===== config.mk =====
export PLATFORM = sky130hd
export DESIGN_NAME = mal_analog_latches
export DESIGN_NICKNAME = d
export VERILOG_FILES = /design/src/hdl/mal_pkg.sv /design/src/hdl/mal_analog_latches.sv /design/src/hdl/mal_latch8.sv
export SDC_FILE = /design/constraint.sdc
export NUM_CORES = 1
export LEC_CHECK = 0
export ABC_AREA = 1
export BUFFER_PORTS_ARGS = -buffer_cell sky130_fd_sc_hd__buf_2
export CAP_MARGIN = 15
export CORE_ASPECT_RATIO = 0.9
export CORE_MARGIN = 10
export CORE_UTILIZATION = 43
export DETAILED_ROUTE_END_ITERATION = 10
export PLACE_DENSITY = 0.79
export SYNTH_ARGS = -nofsm -noshare
export SYNTH_HDL_FRONTEND = slang
export SYNTH_SLANG_ARGS = --single-unit
export TNS_END_PERCENT = 30

===== constraint.sdc =====
create_clock -name CLOCK_I -period 0.95 [get_ports CLOCK_I]
set_input_delay 0 -clock CLOCK_I [delete_from_list [all_inputs] [get_ports CLOCK_I]]
set_output_delay 0 -clock CLOCK_I [all_outputs]
set_load 0.01 [all_outputs]

===== src/hdl/mal_pkg.sv =====
`default_nettype none

package mal_pkg;

    // one configuration word from the serial control interface
    typedef struct packed {
        logic [29:0] payload;  // latch bytes, lowest latch first
        logic [1:0]  target;   // picks the latch group to strobe
    } mal_word_t;

    // resistance / dc-voltage latch group, as captured
    typedef struct packed {
        logic [7:0] shunt;     // current-shunt latch
        logic [7:0] path;      // resistance path latch
        logic [7:0] range;     // resistance range latch
    } mal_res_latch_t;

    // ac-voltage latch group, as captured
    typedef struct packed {
        logic [7:0] meas;      // ac measurement select latch
        logic [7:0] dac;       // trigger-level dac code latch
        logic [7:0] range;     // ac range and peak latch
        logic [7:0] relay;     // ac path relay latch
    } mal_ac_latch_t;

    // target codes in the two low bits of the word
    localparam logic [1:0] MAL_TGT_GAIN = 2'h0;  // a/d and gain group
    localparam logic [1:0] MAL_TGT_RES  = 2'h1;  // resistance / dc group
    localparam logic [1:0] MAL_TGT_AC   = 2'h2;  // ac-voltage group

    // latch table, index 0..2 resistance group, 3..6 ac group
    localparam int         MAL_NUM_LATCH = 7;
    localparam int         MAL_LATCH_POS [MAL_NUM_LATCH] =
        '{0, 8, 16, 0, 8, 16, 24};
    localparam logic [1:0] MAL_LATCH_TGT [MAL_NUM_LATCH] =
        '{2'h1, 2'h1, 2'h1, 2'h2, 2'h2, 2'h2, 2'h2};
    localparam logic [7:0] MAL_LATCH_MASK [MAL_NUM_LATCH] =
        '{8'hff, 8'hff, 8'h7f, 8'hff, 8'hff, 8'hff, 8'h3f};
    // after reset: active-low controls idle high, relays open
    localparam logic [7:0] MAL_LATCH_RST [MAL_NUM_LATCH] =
        '{8'h20, 8'hf0, 8'h7f, 8'h09, 8'h19, 8'h00, 8'h30};

    // bit positions inside the latches (q1 is bit 0)
    localparam int MAL_RR_SEL_LO   = 0;  // range select low
    localparam int MAL_RR_SEL_HI   = 1;  // range select high
    localparam int MAL_RR_INHIBIT  = 5;  // range mux inhibit
    localparam int MAL_RP_RELAY    = 1;  // resistance relay
    localparam int MAL_RP_HIGH_RES = 3;  // high resistance select
    localparam int MAL_RP_DIV_N    = 4;  // divider common, low active
    localparam int MAL_RP_4W_N     = 6;  // four-wire sense, low active
    localparam int MAL_SH_ACA_N    = 0;  // ac current path, low active
    localparam int MAL_SH_SEL_LSB  = 2;  // first shunt select
    localparam int MAL_SH_SEL_W    = 5;  // number of shunts
    localparam int MAL_AR_DC_CPL   = 0;  // dc coupling select
    localparam int MAL_AR_TEST_ON  = 1;  // internal test on
    localparam int MAL_AR_TEST_ARM = 2;  // internal test arm
    localparam int MAL_AR_RELAY_LSB = 4; // first ac relay
    localparam int MAL_AG_LOW      = 1;  // ac low range
    localparam int MAL_AG_X10      = 2;  // rectifier x10
    localparam int MAL_AG_PEAK_N   = 3;  // peak detect, low disables
    localparam int MAL_AG_FINE     = 5;  // trigger level extended
    localparam int MAL_AM_SEL_LSB  = 0;  // mux select field
    localparam int MAL_AM_COUNTER_INPUT_ARM     = 3;  // counter input arm
    localparam int MAL_AM_RMS_N    = 4;  // rms path, low active
    localparam int MAL_AM_DAC_N    = 5;  // dac route, low active

endpackage : mal_pkg

`default_nettype wire


===== src/hdl/mal_analog_latches.sv =====
`timescale 1ns/1ns
`default_nettype none

// Function
// - low two word bits pick strobed group
// - first group dc/ohms, second ac volts
// - range select low/high from q1/q2
// - q6 high inhibits all range mux channels
// - q2 high closes resistance relay
// - high-resistance bit: two off, one on
// - divider-common bit high opens divider common
// - four-wire bit low closes sense switch
// - aca low closes switches; shunts low-active
// - dc-coupling low: divider closed, aca open
// - test bit arms source, opens buffer
// - four relay bits close their relays
// - ac low selects complementary transistor pair
// - range bit high gives rectifier x10
// - peak bit low disables peak detect
// - extended bit low gives finer dac
// - q1..q8 drive dac code lsb..msb
// - three-bit code picks mux input two..eight
// - frequency bit arms counter, closes buffer
// - rms bit low: path closed, reset open
// - dac bit low routes dac to buffer
module mal_analog_latches (
    // clock and reset
    input  wire logic                    CLOCK_I,
    input  wire logic                    SRST_I,
    // word from the serial control interface
    input  wire mal_pkg::mal_word_t      WORD_I,
    input  wire logic                    WORD_VALID_I,
    // group strobes, registered on the same edge as the latch capture
    output logic                         DC_RES_STROBE_O,
    output logic                         AC_VOLT_STROBE_O,
    // raw latch contents
    output mal_pkg::mal_res_latch_t      RES_LATCH_O,
    output mal_pkg::mal_ac_latch_t       AC_LATCH_O,
    // resistance range latch
    output logic [1:0]                   RES_RANGE_SEL_O,
    output logic                         RES_RANGE_INHIBIT_O,
    // resistance path latch
    output logic                         RESISTANCE_RELAY_EN_O,
    output logic                         HIGH_RES_PATH_OFF_O,
    output logic                         HIGH_RES_PATH_ON_O,
    output logic                         DIVIDER_COMMON_ON_O,
    output logic                         FOUR_WIRE_SENSE_CLOSE_O,
    // current shunt latch
    output logic                         AC_CURRENT_SW_CLOSE_O,
    output logic [4:0]                   SHUNT_SEL_O,
    // ac path relay latch
    output logic                         DC_DIVIDER_SW_CLOSE_O,
    output logic                         DC_ACA_SW_CLOSE_O,
    output logic                         TEST_PATH_OFF_O,
    output logic                         TEST_SRC_ARM_O,
    output logic                         TEST_BUF_SW_OPEN_O,
    output logic                         TEST_FUNC_ARM_O,
    output logic [3:0]                   AC_RELAY_O,
    // ac range and peak latch
    output logic                         AC_LOW_XSTR_A_ON_O,
    output logic                         AC_LOW_XSTR_B_ON_O,
    output logic                         RECT_X10_O,
    output logic                         PEAK_DETECT_EN_O,
    output logic                         TRIG_LEVEL_FINE_O,
    // trigger level dac latch
    output logic [7:0]                   TRIG_LEVEL_CODE_O,
    // ac measurement select latch
    output logic [2:0]                   AC_MUX_SEL_O,
    output logic [7:0]                   AC_MUX_INPUT_O,
    output logic                         COUNTER_INPUT_ARM_O,
    output logic                         COUNTER_BUF_SW_CLOSE_O,
    output logic                         RMS_PATH_SW_CLOSE_O,
    output logic                         PEAK_RESET_SW_OPEN_O,
    output logic                         DAC_TO_AC_BUFFER_O
);

    logic [31:0] payload_ext;                      // payload, zero-padded
    logic        latch_strobe [mal_pkg::MAL_NUM_LATCH]; // per latch
    logic [7:0]  latch_d      [mal_pkg::MAL_NUM_LATCH]; // masked byte
    logic [7:0]  latch_q      [mal_pkg::MAL_NUM_LATCH]; // held byte
    logic        dc_resistance_strobe;             // resistance group hit
    logic        ac_voltage_strobe;                // ac group hit
    logic        dc_res_strobe_q;                  // delayed strobe
    logic        ac_volt_strobe_q;                 // delayed strobe
    mal_pkg::mal_res_latch_t res_latch;            // resistance group
    mal_pkg::mal_ac_latch_t  ac_latch;             // ac group

    // top two bits of the measure latch have no source bits; pad with zero
    assign payload_ext = {2'h0, WORD_I.payload};

    // group decode; gain-group and spare codes touch nothing here
    assign dc_resistance_strobe = WORD_VALID_I &&
        (WORD_I.target == mal_pkg::MAL_TGT_RES);
    assign ac_voltage_strobe = WORD_VALID_I &&
        (WORD_I.target == mal_pkg::MAL_TGT_AC);

    // one latch per table entry; bits outside the latch mask forced low
    genvar g;
    generate
        for (g = 0; g < mal_pkg::MAL_NUM_LATCH; g++) begin : g_latch
            // strobe only the latches of the addressed group
            assign latch_strobe[g] = WORD_VALID_I &&
                (WORD_I.target == mal_pkg::MAL_LATCH_TGT[g]);
            assign latch_d[g] =
                payload_ext[mal_pkg::MAL_LATCH_POS[g] +: 8] &
                mal_pkg::MAL_LATCH_MASK[g];
            mal_latch8 #(
                .RESET_VAL (mal_pkg::MAL_LATCH_RST[g])
            ) u_latch (
                .clk_i    (CLOCK_I),
                .srst_i   (SRST_I),
                .strobe_i (latch_strobe[g]),
                .d_i      (latch_d[g]),
                .q_o      (latch_q[g])
            );
        end
    endgenerate

    // strobe echoes, so the far end sees which group took the word
    always_ff @(posedge CLOCK_I) begin
        if (SRST_I) begin
            dc_res_strobe_q  <= 1'b0;
            ac_volt_strobe_q <= 1'b0;
        end else begin
            dc_res_strobe_q  <= dc_resistance_strobe;
            ac_volt_strobe_q <= ac_voltage_strobe;
        end
    end

    assign DC_RES_STROBE_O  = dc_res_strobe_q;
    assign AC_VOLT_STROBE_O = ac_volt_strobe_q;

    // gather the latches into the two group records
    assign res_latch = {latch_q[2], latch_q[1], latch_q[0]};
    assign ac_latch  = {latch_q[6], latch_q[5], latch_q[4], latch_q[3]};
    assign RES_LATCH_O = res_latch;
    assign AC_LATCH_O  = ac_latch;

    // resistance range latch
    assign RES_RANGE_SEL_O = {res_latch.range[mal_pkg::MAL_RR_SEL_HI],
        res_latch.range[mal_pkg::MAL_RR_SEL_LO]};
    assign RES_RANGE_INHIBIT_O =
        res_latch.range[mal_pkg::MAL_RR_INHIBIT];

    // resistance path latch
    assign RESISTANCE_RELAY_EN_O =
        res_latch.path[mal_pkg::MAL_RP_RELAY];
    // high resistance swaps the two path transistors for the third
    assign HIGH_RES_PATH_OFF_O =
        res_latch.path[mal_pkg::MAL_RP_HIGH_RES];
    assign HIGH_RES_PATH_ON_O =
        res_latch.path[mal_pkg::MAL_RP_HIGH_RES];
    assign DIVIDER_COMMON_ON_O =
        !res_latch.path[mal_pkg::MAL_RP_DIV_N];
    assign FOUR_WIRE_SENSE_CLOSE_O =
        !res_latch.path[mal_pkg::MAL_RP_4W_N];

    // current shunt latch; several shunts at once is legal but unwise
    assign AC_CURRENT_SW_CLOSE_O =
        !res_latch.shunt[mal_pkg::MAL_SH_ACA_N];
    assign SHUNT_SEL_O = ~res_latch.shunt[mal_pkg::MAL_SH_SEL_LSB +:
        mal_pkg::MAL_SH_SEL_W];

    // ac path relay latch
    assign DC_DIVIDER_SW_CLOSE_O =
        !ac_latch.relay[mal_pkg::MAL_AR_DC_CPL];
    assign DC_ACA_SW_CLOSE_O =
        ac_latch.relay[mal_pkg::MAL_AR_DC_CPL];
    assign TEST_PATH_OFF_O =
        ac_latch.relay[mal_pkg::MAL_AR_TEST_ON];
    assign TEST_SRC_ARM_O =
        ac_latch.relay[mal_pkg::MAL_AR_TEST_ON];
    assign TEST_BUF_SW_OPEN_O =
        ac_latch.relay[mal_pkg::MAL_AR_TEST_ON];
    assign TEST_FUNC_ARM_O =
        ac_latch.relay[mal_pkg::MAL_AR_TEST_ARM];
    assign AC_RELAY_O =
        ac_latch.relay[mal_pkg::MAL_AR_RELAY_LSB +: 4];

    // ac range and peak latch; the pair is never on together
    assign AC_LOW_XSTR_A_ON_O =
        !ac_latch.range[mal_pkg::MAL_AG_LOW];
    assign AC_LOW_XSTR_B_ON_O =
        ac_latch.range[mal_pkg::MAL_AG_LOW];
    assign RECT_X10_O = ac_latch.range[mal_pkg::MAL_AG_X10];
    assign PEAK_DETECT_EN_O =
        ac_latch.range[mal_pkg::MAL_AG_PEAK_N];
    assign TRIG_LEVEL_FINE_O =
        !ac_latch.range[mal_pkg::MAL_AG_FINE];

    // trigger level dac, q1 is the least significant bit
    assign TRIG_LEVEL_CODE_O = ac_latch.dac;

    // ac measurement select latch; code zero selects no input
    assign AC_MUX_SEL_O = ac_latch.meas[mal_pkg::MAL_AM_SEL_LSB +: 3];
    assign AC_MUX_INPUT_O = (AC_MUX_SEL_O == 3'h0) ? 8'h00 :
        8'(8'h01 << AC_MUX_SEL_O);
    assign COUNTER_INPUT_ARM_O =
        ac_latch.meas[mal_pkg::MAL_AM_COUNTER_INPUT_ARM];
    assign COUNTER_BUF_SW_CLOSE_O =
        ac_latch.meas[mal_pkg::MAL_AM_COUNTER_INPUT_ARM];
    assign RMS_PATH_SW_CLOSE_O =
        !ac_latch.meas[mal_pkg::MAL_AM_RMS_N];
    assign PEAK_RESET_SW_OPEN_O =
        !ac_latch.meas[mal_pkg::MAL_AM_RMS_N];
    assign DAC_TO_AC_BUFFER_O =
        !ac_latch.meas[mal_pkg::MAL_AM_DAC_N];
endmodule // mal_analog_latches

`default_nettype wire


===== src/hdl/mal_latch8.sv =====
`timescale 1ns/1ns
`default_nettype none

// one 8-bit strobed latch, holds until its own strobe fires
module mal_latch8 #(
    parameter logic [7:0] RESET_VAL = 8'h00  // value after reset
) (
    // clock and reset
    input  wire logic       clk_i,
    input  wire logic       srst_i,
    // capture side
    input  wire logic       strobe_i,
    input  wire logic [7:0] d_i,
    // latch outputs
    output logic      [7:0] q_o
);

    logic [7:0] q_q;  // captured byte

    // capture on strobe, otherwise hold the old value
    always_ff @(posedge clk_i) begin
        if (srst_i) begin
            q_q <= RESET_VAL;
        end else if (strobe_i) begin
            q_q <= d_i;
        end
    end

    assign q_o = q_q;

endmodule // mal_latch8

`default_nettype wire


==> summary.md <==
| Metric | Value |
|---|---|
| Maxcap violations | 0 |
| Nets | 539 |
| Most frequent cells in the layout | 139 x buf_2, 108 x nand2_1, 72 x nor2_1, 52 x dfxtp_1, 44 x inv_1 |
| Clock buffer depth | 2 |
| Max FO, Critical Path | 5 |
| Root Buffer | clkbuf_8 |
| Layout area overhead | 43.9% |
| Synth Register Bits | 55 |
| Die width | 99.5 µm |
| Synth unique cells | 13 |
| Number of global-route vias before repair | 2561 |
| Final slew viol count | 0 |
| All-Layer GR Usage | 0.157 |
| Setup CP Type | flop to output port |
| Most common cell after layout, fill and taps aside | buf_2 |
| Routed vias | 2524 |
| LEAKAGE | 2.15 nW |
| ANT cells | 0 |
| Post-route cell area | 3520 µm² |
| Initial core utilization | 0.455 |
| TNS Setup | -623 ps |
| Synth warn | 0 |
| Fin. Hold Viols | 0 |
| Die height | 91.6 µm |
| Post-synthesis sequential area ratio | 0.450 |
| Worst endpoint data arrival time | 1070 ps |
| Die area | 9110 µm² |
| Antenna-violating nets left | 0 |
| PwrDens | 1360 nW/µm² |
| Syn Area/Cell | 6.76 µm² |
| Core Region | 5380 µm² |
| Worst-Skew Late Latency | 290 ps |
| Min Tclk post-route | 1070 ps |
| Syn Inst Count | 362 |
| Dpl ws | 88.7 ps |
| Input/output buffers | 141 |
| CTS tree | built |
| Synthesized area | 2450 µm² |
| Failing checks | negative setup slack |
| Initial antenna violation count | 0 |
| Gr ovfl total | 0 |
| Final GP Congestion | 0.776 |
| DRC | 0 |
| WHS | 128 ps |
| Initial DRC Count | 63 |
| Post-DR vias/cell | 4.41 |
| Worst Setup Start Kind | flop |
| Clock-pin transition on the worst setup and hold timing paths | 90 ps |
| Final HPWL DP | 5.45 mm |
| Nature of the critical path endpoint | output port |
| VDD IR-drop max | 0.000936 V |
| H-tree depth | 2 |
| Largest net degree at the start of global routing | 36 |
| WL final | 7.50 mm |
| Worst path required time | 950 ps |
| Final setup fails | 8 |
| # rows | 25 |
| Wirelength per Cell | 13.1 µm |
| Placed Area | 3010 µm² |
| Post-route clock skew | 0 ps |
| Share of layout cells above drive strength 1 | 0.345 |
| Outcome | complete, but fails checks |
| Hold Path Class | input pin to flop |
| RSZ-0062 raised after global routing | true |
| Number of CTS-inserted buffers | 5 |
| FMAX | 0.932 GHz |
| First-pass GRT wire length | 12.3 mm |
| DR pass1 iterations | 6 |
| Setup WS post-layout | -123 ps |
| Pwr Total | 0.00480 W |
| Clock sink count | 55 |
| Final worst-path cycle share | 1.13 |
| IO Pins | 146 |
-- through the flow --
step           std cells  utilization
2_1_floorplan        365            -
5_1_grt              572        0.654
3_3_place_gp         530        0.560
3_5_place_dp         530        0.560
6_report             572        0.654
4_1_cts              571        0.647
-- metal layers --
metal / vias to the layer above / global-route usage / part of all wire
met5: - / 0 / 0
met4: 0 / 0.0215 / 0.0031
met3: 2 / 0.0720 / 0.12
met2: 120 / 0.278 / 0.47
met1: 1101 / 0.172 / 0.41
li1: 1301 / - / -
-- registers in the layout (all words and copies together), names as in the netlist --
name	flops
AC_VOLT_STROBE_O	1
DC_RES_STROBE_O	1
g_latch.u_latch.q_o	53
-- worst max-delay path, cell delays in order, from the launching register on --
cell and delay (ps):
dfxtp_4 410, inv_6 50, nor3_2 160, buf_2 160
-- path summary, 6_finish.rpt --
path / startpoint / end / slack, ps / depth (start not counted)
setup reg to reg: g_latch[6].u_latch.q_o[0]$_SDFFE_PP0P_ / g_latch[6].u_latch.q_o[0]$_SDFFE_PP0P_ / 20 / 6
hold / removal: WORD_I[0] / g_latch[3].u_latch.q_o[3]$_SDFFE_PP1P_ / 130 / 4
hold reg to reg: g_latch[4].u_latch.q_o[0]$_SDFFE_PP1P_ / g_latch[4].u_latch.q_o[0]$_SDFFE_PP1P_ / 480 / 2
setup / recovery: g_latch[6].u_latch.q_o[0]$_SDFFE_PP0P_ / AC_MUX_INPUT_O[5] / -120 / 3
-- power breakdown --
part	leakage (nW)	total (W)	switching, W	internal [W]
Combinational	1.65	0.000935	0.000505	0.000430
Sequential	0.453	0.00252	0.0000953	0.00242
Clock	0.0515	0.00135	0.000683	0.000667
-- logic make-up after synthesis --
logic type             Yosys count  synth area share
buffers and inverters           98             0.211
other                            1           0.00153
AND/OR/NAND/NOR                208             0.337
flip-flops                      55             0.450
-- cells in the mapped netlist --
cell        n  area [µm²]
buf_4      37         278
nor2_1     72         270
nand3_1    19        95.1
buf_2       8        40.0
nor3_1      7        35.0
clkbuf_1    4        15.0
nand2_1   108         405
conb_1      1        3.75
nand3_2     2        20.0
dfxtp_1    55        1100
inv_1      47         176
buf_1       1        3.75
inv_2       1        3.75
-- cell type report --
class / count / area (µm²)
timing repair buffer: 182 / 1150
clock buffer: 8 / 100
inverter: 48 / 195
tap: 67 / 83.8
sequential: 55 / 1110
fill: 468 / 1860
multi-input combinational: 212 / 876
-- timing repair --
item,in CTS,in global routing
hold endpoints to repair,55,0
gates resized for setup,16,9
pin swaps,0,0
endpoints found under the setup margin,7,17
hold buffers,31,0
gates cloned,0,0
setup buffers,2,1
(Power assumes the default switching activity.)
